## src/design/fple_pkg.sv

```systemverilog
package fple_pkg;

  // clock and blink timing
  localparam int unsigned CLK_FREQ_KHZ      = 125_000;
  localparam int unsigned BLINK_SLOT_MS     = 200;
  localparam int unsigned BLINK_SLOT_CYCLES = BLINK_SLOT_MS * CLK_FREQ_KHZ;
  localparam int unsigned SLOT_LEN_W        = 28;
  localparam logic [2:0]  BLINK_LAST_SLOT   = 3'h5;

  // yellow share of the six-slot period for each blinking pattern
  localparam logic [2:0]  YEL_SLOTS_1_1     = 3'h3;
  localparam logic [2:0]  YEL_SLOTS_1_2     = 3'h2;
  localparam logic [2:0]  YEL_SLOTS_2_1     = 3'h4;

  // fan regulation error thresholds in percent
  localparam logic [6:0]  FAN_MAJOR_PCT     = 7'h0f;
  localparam logic [6:0]  FAN_MINOR_PCT     = 7'h05;

  // register map, byte addresses
  localparam logic [7:0]  ADDR_CTRL         = 8'h00;
  localparam logic [7:0]  ADDR_SLOT_LEN     = 8'h04;
  localparam logic [7:0]  ADDR_STATE        = 8'h08;
  localparam logic [7:0]  ADDR_IRQ_STATUS   = 8'h0c;
  localparam logic [7:0]  ADDR_IRQ_MASK     = 8'h10;

  // control register fields and reset
  localparam int unsigned CTRL_LED_EN_BIT   = 0;
  localparam logic        CTRL_LED_EN_RST   = 1'b1;

  // state register fields
  localparam int unsigned ST_OE_BIT         = 0;
  localparam int unsigned ST_LEDS_LSB       = 1;
  localparam int unsigned ST_SLOT_LSB       = 4;
  localparam int unsigned ST_IND_LSB        = 8;

  // interrupt bits, same layout in status and mask
  localparam int unsigned IRQ_W             = 3;
  localparam int unsigned IRQ_IND_CHG_BIT   = 0;
  localparam int unsigned IRQ_FAULT_BIT     = 1;
  localparam int unsigned IRQ_AC_LOST_BIT   = 2;
  localparam logic [2:0]  IRQ_MASK_RST      = 3'h0;

  localparam logic [31:0] RDATA_ZERO        = 32'h0000_0000;

  // status flags delivered by the supply controller
  typedef struct packed {
    logic line_in_range;
    logic line_uv;
    logic hot_standby;
    logic out_of_reg;
    logic ot_shutdown;
    logic ov_shutdown;
    logic oc_shutdown;
    logic ot_warning;
  } fple_flags_t;

  // lamp drives, one bit per colour
  typedef struct packed {
    logic ac_green;
    logic dc_green;
    logic dc_yellow;
  } fple_leds_t;

  // dc indication chosen by precedence
  typedef enum logic [5:0] {
    IND_DISABLED  = 6'b00_0001,
    IND_STANDBY   = 6'b00_0010,
    IND_FAULT     = 6'b00_0100,
    IND_OT_WARN   = 6'b00_1000,
    IND_FAN_MINOR = 6'b01_0000,
    IND_NORMAL    = 6'b10_0000
  } fple_ind_t;

endpackage

```

## src/design/fple_blink_timer.sv

```systemverilog
`timescale 1ns/1ns
module fple_blink_timer
(
  input  wire logic                              clk_sys_i,
  input  wire logic                              reset_i,
  input  wire logic [fple_pkg::SLOT_LEN_W-1:0]   slot_len_i,
  output logic      [2:0]                        slot_o
);

  logic [fple_pkg::SLOT_LEN_W-1:0] cnt;
  logic [fple_pkg::SLOT_LEN_W-1:0] len_m1;
  logic                            slot_end;

  // a zero length behaves as one cycle so the timer never stalls
  assign len_m1   = (slot_len_i == '0) ? '0 : slot_len_i - 28'h000_0001;
  assign slot_end = (cnt >= len_m1);

  // free-running cycle counter; a shortened length takes effect at once
  always_ff @(posedge clk_sys_i)
  begin
    if (reset_i)
      cnt <= '0;
    else if (slot_end)
      cnt <= '0;
    else
      cnt <= cnt + 28'h000_0001;
  end

  // six slots make one blink period shared by every pattern
  always_ff @(posedge clk_sys_i)
  begin
    if (reset_i)
      slot_o <= 3'h0;
    else if (slot_end)
      slot_o <= (slot_o == fple_pkg::BLINK_LAST_SLOT) ? 3'h0 : slot_o + 3'h1;
  end

endmodule

```

## src/design/fple_led_encoder.sv

```systemverilog
// Design decisions made here: the register offsets and strobed register access.
`timescale 1ns/1ns
module fple_led_encoder
#(
  parameter logic [fple_pkg::SLOT_LEN_W-1:0] SLOT_CYCLES =
    fple_pkg::SLOT_LEN_W'(fple_pkg::BLINK_SLOT_CYCLES)
)
(
  input  wire logic                  clk_sys_i,
  input  wire logic                  reset_i,
  input  wire fple_pkg::fple_flags_t flags_i,
  input  wire logic [6:0]            fan_err_pct_i,
  input  wire logic                  main_output_enable_n_i,
  input  wire logic [7:0]            addr_i,
  input  wire logic [31:0]           wdata_i,
  input  wire logic                  wr_i,
  input  wire logic                  rd_i,
  output logic      [31:0]           rdata_o,
  output logic                       irq_o,
  output fple_pkg::fple_leds_t       leds_o
);

  // yellow while the slot lies inside the yellow share of the period
  function automatic logic in_yellow(input logic [2:0] slot, input logic [2:0] share);
    in_yellow = (slot < share);
  endfunction

  // lamp colours for one indication at one point of the blink period
  function automatic fple_pkg::fple_leds_t dc_pattern(input fple_pkg::fple_ind_t ind,
                                                       input logic [2:0] slot);
    fple_pkg::fple_leds_t p;
    logic                 y;
    p = '0;
    y = 1'b0;
    unique case (ind)
      fple_pkg::IND_DISABLED:
      begin
        p.dc_yellow = in_yellow(slot, fple_pkg::YEL_SLOTS_1_1);
      end
      fple_pkg::IND_STANDBY:
      begin
        y           = in_yellow(slot, fple_pkg::YEL_SLOTS_1_2);
        p.dc_yellow = y;
        p.dc_green  = ~y;
      end
      fple_pkg::IND_FAULT:
      begin
        p.dc_yellow = 1'b1;
      end
      fple_pkg::IND_OT_WARN:
      begin
        y           = in_yellow(slot, fple_pkg::YEL_SLOTS_2_1);
        p.dc_yellow = y;
        p.dc_green  = ~y;
      end
      fple_pkg::IND_FAN_MINOR:
      begin
        y           = in_yellow(slot, fple_pkg::YEL_SLOTS_1_1);
        p.dc_yellow = y;
        p.dc_green  = ~y;
      end
      fple_pkg::IND_NORMAL:
      begin
        p.dc_green  = 1'b1;
      end
      default:
      begin
        p = '0;
      end
    endcase
    dc_pattern = p;
  endfunction

  logic                              oe_n_meta;
  logic                              oe_n_sync;
  fple_pkg::fple_ind_t               ind;
  fple_pkg::fple_ind_t               next_ind;
  logic [2:0]                        slot;
  logic                              led_en;
  logic [fple_pkg::SLOT_LEN_W-1:0]   slot_len;
  logic [fple_pkg::IRQ_W-1:0]        irq_status;
  logic [fple_pkg::IRQ_W-1:0]        irq_mask;
  logic [fple_pkg::IRQ_W-1:0]        irq_event;
  logic                              uv_q;
  logic                              fan_major;
  logic                              fan_minor;
  logic                              fault_any;
  fple_pkg::fple_leds_t              next_leds;
  logic [31:0]                       state_word;

  // the enable comes from a pin, so it is synchronised before any use
  always_ff @(posedge clk_sys_i)
  begin
    if (reset_i)
    begin
      oe_n_meta <= 1'b1;
      oe_n_sync <= 1'b1;
    end
    else
    begin
      oe_n_meta <= main_output_enable_n_i;
      oe_n_sync <= oe_n_meta;
    end
  end

  // fan thresholds are strict; exactly 15 % falls in neither band
  assign fan_major = (fan_err_pct_i > fple_pkg::FAN_MAJOR_PCT);
  assign fan_minor = (fan_err_pct_i > fple_pkg::FAN_MINOR_PCT) &&
                     (fan_err_pct_i < fple_pkg::FAN_MAJOR_PCT);

  // any of the shutdown-class conditions
  assign fault_any = flags_i.out_of_reg | flags_i.ot_shutdown | flags_i.ov_shutdown |
                     flags_i.oc_shutdown | fan_major;

  // first true condition wins; a high on the active-low enable pin means output off
  always_comb
  begin
    if (oe_n_sync)
      next_ind = fple_pkg::IND_DISABLED;
    else if (flags_i.hot_standby)
      next_ind = fple_pkg::IND_STANDBY;
    else if (fault_any)
      next_ind = fple_pkg::IND_FAULT;
    else if (flags_i.ot_warning)
      next_ind = fple_pkg::IND_OT_WARN;
    else if (fan_minor)
      next_ind = fple_pkg::IND_FAN_MINOR;
    else
      next_ind = fple_pkg::IND_NORMAL;
  end

  // indication register, reset to the disabled pattern until the pin settles
  always_ff @(posedge clk_sys_i)
  begin
    if (reset_i)
      ind <= fple_pkg::IND_DISABLED;
    else
      ind <= next_ind;
  end

  // one shared period source keeps every blink pattern in step
  fple_blink_timer u_blink
  (
    .clk_sys_i  (clk_sys_i),
    .reset_i    (reset_i),
    .slot_len_i (slot_len),
    .slot_o     (slot)
  );

  // lamp drive word; uv beats in-range so a conflicting report shows dark
  always_comb
  begin
    next_leds          = dc_pattern(ind, slot);
    next_leds.ac_green = flags_i.line_in_range & ~flags_i.line_uv;
    if (!led_en)
      next_leds = '0;
  end

  // lamps come from flops so no decode glitch reaches the panel
  always_ff @(posedge clk_sys_i)
  begin
    if (reset_i)
      leds_o <= '0;
    else
      leds_o <= next_leds;
  end

  // control register: lamp enable
  always_ff @(posedge clk_sys_i)
  begin
    if (reset_i)
      led_en <= fple_pkg::CTRL_LED_EN_RST;
    else if (wr_i && addr_i == fple_pkg::ADDR_CTRL)
      led_en <= wdata_i[fple_pkg::CTRL_LED_EN_BIT];
  end

  // blink slot length; period is six slots
  always_ff @(posedge clk_sys_i)
  begin
    if (reset_i)
      slot_len <= SLOT_CYCLES;
    else if (wr_i && addr_i == fple_pkg::ADDR_SLOT_LEN)
      slot_len <= wdata_i[fple_pkg::SLOT_LEN_W-1:0];
  end

  // interrupt mask
  always_ff @(posedge clk_sys_i)
  begin
    if (reset_i)
      irq_mask <= fple_pkg::IRQ_MASK_RST;
    else if (wr_i && addr_i == fple_pkg::ADDR_IRQ_MASK)
      irq_mask <= wdata_i[fple_pkg::IRQ_W-1:0];
  end

  // edge memory for the undervoltage report
  always_ff @(posedge clk_sys_i)
  begin
    if (reset_i)
      uv_q <= 1'b0;
    else
      uv_q <= flags_i.line_uv;
  end

  // events: indication change, entry into the fault group, loss of ac line
  always_comb
  begin
    irq_event                              = '0;
    irq_event[fple_pkg::IRQ_IND_CHG_BIT]   = (next_ind != ind);
    irq_event[fple_pkg::IRQ_FAULT_BIT]     = (next_ind == fple_pkg::IND_FAULT) &&
                                             (ind != fple_pkg::IND_FAULT);
    irq_event[fple_pkg::IRQ_AC_LOST_BIT]   = flags_i.line_uv & ~uv_q;
  end

  // sticky status, write one to clear; a new event in the same cycle wins
  always_ff @(posedge clk_sys_i)
  begin
    if (reset_i)
      irq_status <= '0;
    else if (wr_i && addr_i == fple_pkg::ADDR_IRQ_STATUS)
      irq_status <= (irq_status & ~wdata_i[fple_pkg::IRQ_W-1:0]) | irq_event;
    else
      irq_status <= irq_status | irq_event;
  end

  // level interrupt while any unmasked bit stands
  assign irq_o = |(irq_status & irq_mask);

  // live view of the encoder for software
  always_comb
  begin
    state_word                                  = fple_pkg::RDATA_ZERO;
    state_word[fple_pkg::ST_OE_BIT]             = ~oe_n_sync;
    state_word[fple_pkg::ST_LEDS_LSB +: 3]      = leds_o;
    state_word[fple_pkg::ST_SLOT_LSB +: 3]      = slot;
    state_word[fple_pkg::ST_IND_LSB +: 6]       = ind;
  end

  // read data valid the cycle after the strobe; unmapped reads give zero
  always_ff @(posedge clk_sys_i)
  begin
    if (reset_i)
      rdata_o <= fple_pkg::RDATA_ZERO;
    else if (rd_i)
    begin
      unique case (addr_i)
        fple_pkg::ADDR_CTRL:
          rdata_o <= {31'h0000_0000, led_en};
        fple_pkg::ADDR_SLOT_LEN:
          rdata_o <= {4'h0, slot_len};
        fple_pkg::ADDR_STATE:
          rdata_o <= state_word;
        fple_pkg::ADDR_IRQ_STATUS:
          rdata_o <= {29'h0000_0000, irq_status};
        fple_pkg::ADDR_IRQ_MASK:
          rdata_o <= {29'h0000_0000, irq_mask};
        default:
          rdata_o <= fple_pkg::RDATA_ZERO;
      endcase
    end
    else
      rdata_o <= fple_pkg::RDATA_ZERO;
  end

endmodule

```

## config.mk

```make
export PLATFORM = sky130hd
export DESIGN_NAME = fple_led_encoder
export DESIGN_NICKNAME = d
export VERILOG_FILES = /design/src/design/fple_pkg.sv /design/src/design/fple_blink_timer.sv /design/src/design/fple_led_encoder.sv
export SDC_FILE = /design/constraint.sdc
export NUM_CORES = 1
export LEC_CHECK = 0
export BUFFER_PORTS_ARGS = -buffer_cell sky130_fd_sc_hd__buf_2
export CORE_MARGIN = 2
export CORE_UTILIZATION = 40
export CTS_BUF_LIST = sky130_fd_sc_hd__clkbuf_16
export DETAILED_ROUTE_END_ITERATION = 8
export PLACE_DENSITY_LB_ADDON = 0.25
export SLEW_MARGIN = 20
export SYNTH_ARGS = -nofsm -noshare
export SYNTH_HDL_FRONTEND = slang
export SYNTH_HIERARCHICAL = 1
export SYNTH_SLANG_ARGS = --single-unit
```

## constraint.sdc

```tcl
create_clock -name clk_sys_i -period 6.8 [get_ports clk_sys_i]
set_clock_uncertainty 0.05 [all_clocks]
set_input_delay 1.7 -clock clk_sys_i [delete_from_list [all_inputs] [get_ports clk_sys_i]]
set_output_delay 1.7 -clock clk_sys_i [all_outputs]
set_load 0.02 [all_outputs]
```

==> reports/metrics.yaml <==
yosysWarnings: 6
clock_latency_ns: 0.35
antenna_cells: 0
clk_pin_slew_ns: 0.07
routabilityCongestion: 0.8438
cts.repair.resized: 0
cp.required_ns: 6.95
core_area_um2: 13300
fillers: 1291
total_power_mw: 1.190
layout-drive-gt1-share: 0.1653
finalSetupTns_ns: 0
firstDrtPassIters: 5
synthCells: 657
final-hold-violation-count: 0
async_reset_ff_frac: 0
synth_edf_count: 0
power_density_nw_per_um2: 189.0
cap_violations: 0
cts_tree: "done"
die_w_um: 121.0
reg2reg_depth: 12
htree_levels: 3
ys_types: 57
crit_type: "flop to flop"
nNetsFinal: 819
yosysSeqAreaShare: 0.3873
setup_viol: 0
io_pins: 96
grt_max_degree: 53
synth_seq_cells: 106
via_per_inst: 5.232
syn-cell-area_um2: 5479
p_sw_mw: 0.2590
max-vdd-ir-drop_mv: 0.1373
die_y_um: 121.0
cts_sinks: 106
first_iter_violations: 255
grt_pass1_wl_um: 21280
max_freq_mhz: 213.3
p_int_mw: 0.9314
drc_errors: 0
hp-start: "oe_n_meta$_SDFF_PP1_"
r2r_slack_ns: 2.11
timing.final.crit_share: 0.6894
drv_slew: 0
clockPowerShare: 0.423
gr-total-overflow: 0
detail_route.wl_per_cell_um: 14.26
dpl.hpwl_um: 9859
ys.flop_type: "dfxtp_1"
swShare: 0.2175
fin_ws_ns: 2.112
ant_nets: 0
r2r_start: "slot_len[7]$_SDFFE_PP0P_"
layout_common_cells: "nand2_1, dfxtp_1, buf_2"
start_util: 0.4121
post-route-min-period_ns: 4.688
arrival_ns: 4.83
dieArea_um2: 14650
cp_max_fo: 28
final_common_cell: "nand2_1"
cts_buffers: 9
cts_root_buffer: "clkbuf_16"
status: "finished, final reports clean"
grt_pass1_vias: 4472
hold_ws_ns: 0.3780
hold_path_class: "flop to flop"
grt_setup_unrepaired: "false"
hold_depth: 1
grt_antenna_before_repair: 0
relSlewSlack: 0.3660
worst_pin_slew_ns: 0.9423
avgSynthCellArea_um2: 8.339
post-place-ws_ns: 2.145
port_buffers: 87
syn2layout_area_growth_pct: 14.96
wl_um: 12950
whs_endpoint: "oe_n_sync$_SDFF_PP1_"
start_kind: "flop"
vias: 4751
reg2reg_to: "u_blink/cnt[2]$_SDFF_PP0_"
cts_setup_buffers: 0
power_frac_seq: 0.530
pwr-share-comb: 0.046
endpoint_kind: "flop"
power.leakage_nw: 2.727
track_usage: 0.1818
hold_buffers: 0
cts_buffer_depth: 2
num_rows: 42
-- logic make-up after synthesis --
kind of cell / after synthesis / synth area share
compound gates: 84 / 0.09729
xor+xnor: 53 / 0.08472
fa+ha+maj: 31 / 0.07079
buf+inv: 46 / 0.03928
flops: 106 / 0.3873
mux: 7 / 0.01302
other cells: 1 / 0.0006844
simple gates: 329 / 0.3069
-- synthesized netlist by cell type (all sizes together), types with 2 or more instances --
cell | number | share of area
dfxtp | 106 | 0.39
a31oi | 4 | 0.0046
nand2 | 112 | 0.077
nand3b | 13 | 0.018
o22ai | 2 | 0.0023
a21o | 2 | 0.0027
and2 | 17 | 0.019
o2bb2ai | 3 | 0.0048
a221oi | 2 | 0.0032
nor3b | 6 | 0.010
nand2b | 9 | 0.010
xor2 | 31 | 0.050
a32oi | 3 | 0.0048
nand3 | 18 | 0.016
buf | 12 | 0.016
o41ai | 2 | 0.0032
nand4 | 14 | 0.016
nor2b | 9 | 0.010
nor2 | 67 | 0.046
and3b | 2 | 0.0034
a21oi | 31 | 0.028
xnor2 | 22 | 0.035
o21ai | 14 | 0.013
nor4 | 16 | 0.022
ha | 31 | 0.071
or3 | 11 | 0.016
clkbuf | 21 | 0.014
mux2i | 6 | 0.011
or2 | 5 | 0.0057
nor3 | 15 | 0.016
inv | 13 | 0.0089
or4 | 5 | 0.0075
a22oi | 15 | 0.021
and3 | 6 | 0.0069
-- sequential cells by signal, indices dropped and copies added, names as in the netlist --
signal	flops
oe_n_meta	1
irq_status	3
slot_len	28
u_blink/slot_o	3
irq_mask	3
oe_n_sync	1
ind	6
led_en	1
uv_q	1
leds_o	3
u_blink/cnt	28
rdata_o	28
-- power groups by stage --
stage	Combinational (mW)	Clock, mW	Sequential (mW)
after floorplan	0.0322	0	0.644
after global placement	0.0536	0	0.645
after detailed placement	0.0551	0	0.646
after CTS	0.0553	0.517	0.631
after global routing	0.0616	0.540	0.632
final	0.0552	0.504	0.631
-- how the worst max path moves through the flow --
stage	to	startpoint	depth (start not counted)
floorplan	u_blink/cnt[12]$_SDFF_PP0_	slot_len[10]$_SDFFE_PP0P_	15
global placement	u_blink/cnt[22]$_SDFF_PP0_	slot_len[2]$_SDFFE_PP0P_	13
detailed placement	u_blink/cnt[2]$_SDFF_PP0_	slot_len[2]$_SDFFE_PP0P_	13
CTS	u_blink/cnt[2]$_SDFF_PP0_	slot_len[7]$_SDFFE_PP0P_	12
global route	u_blink/cnt[4]$_SDFF_PP0_	slot_len[2]$_SDFFE_PP0P_	13
finish	u_blink/cnt[2]$_SDFF_PP0_	slot_len[7]$_SDFFE_PP0P_	12
-- worst max-delay path: stages, from the launching register on --
cell     delay, ns
dfxtp_1       0.39
or4_1         0.68
or2_1         0.31
or3_4         0.42
or3_1         0.34
xnor2_1       0.16
nand2_1       0.09
ha_1          0.33
nand4_1       0.13
or4_1         0.56
a21oi_1       0.18
or3_1         0.75
nor2_1        0.13
-- final cells by class --
| class | count | area [µm²] | area share |
|---|---|---|---|
| Timing Repair Buffer | 90 | 461.7 | 0.07330 |
| Tap cell | 176 | 220.2 | 0.03496 |
| Multi-Input combinational cell | 508 | 3161 | 0.5018 |
| Inverter | 13 | 48.80 | 0.007747 |
| Sequential cell | 106 | 2122 | 0.3369 |
| Clock buffer | 9 | 225.2 | 0.03576 |
| Clock inverter | 6 | 60.06 | 0.009535 |
-- through the flow --
| stage | util | cell area (µm²) | std cells |
|---|---|---|---|
| floorplan | - | 5490 | 660 |
| global placement | 0.4511 | 5997 | 892 |
| detailed placement | 0.4511 | 5997 | 892 |
| CTS | 0.4725 | 6282 | 907 |
| global route | 0.4737 | 6299 | 908 |
| finish | 0.4737 | 6299 | 908 |
-- routing by layer --
metal | part of all wire | global-route usage
met3 | 0.047 | 0.04041
met1 | 0.47 | 0.2363
met2 | 0.47 | 0.2963
met5 | 0 | 0
met4 | 0.013 | 0.06395
(Power assumes the default switching activity.)
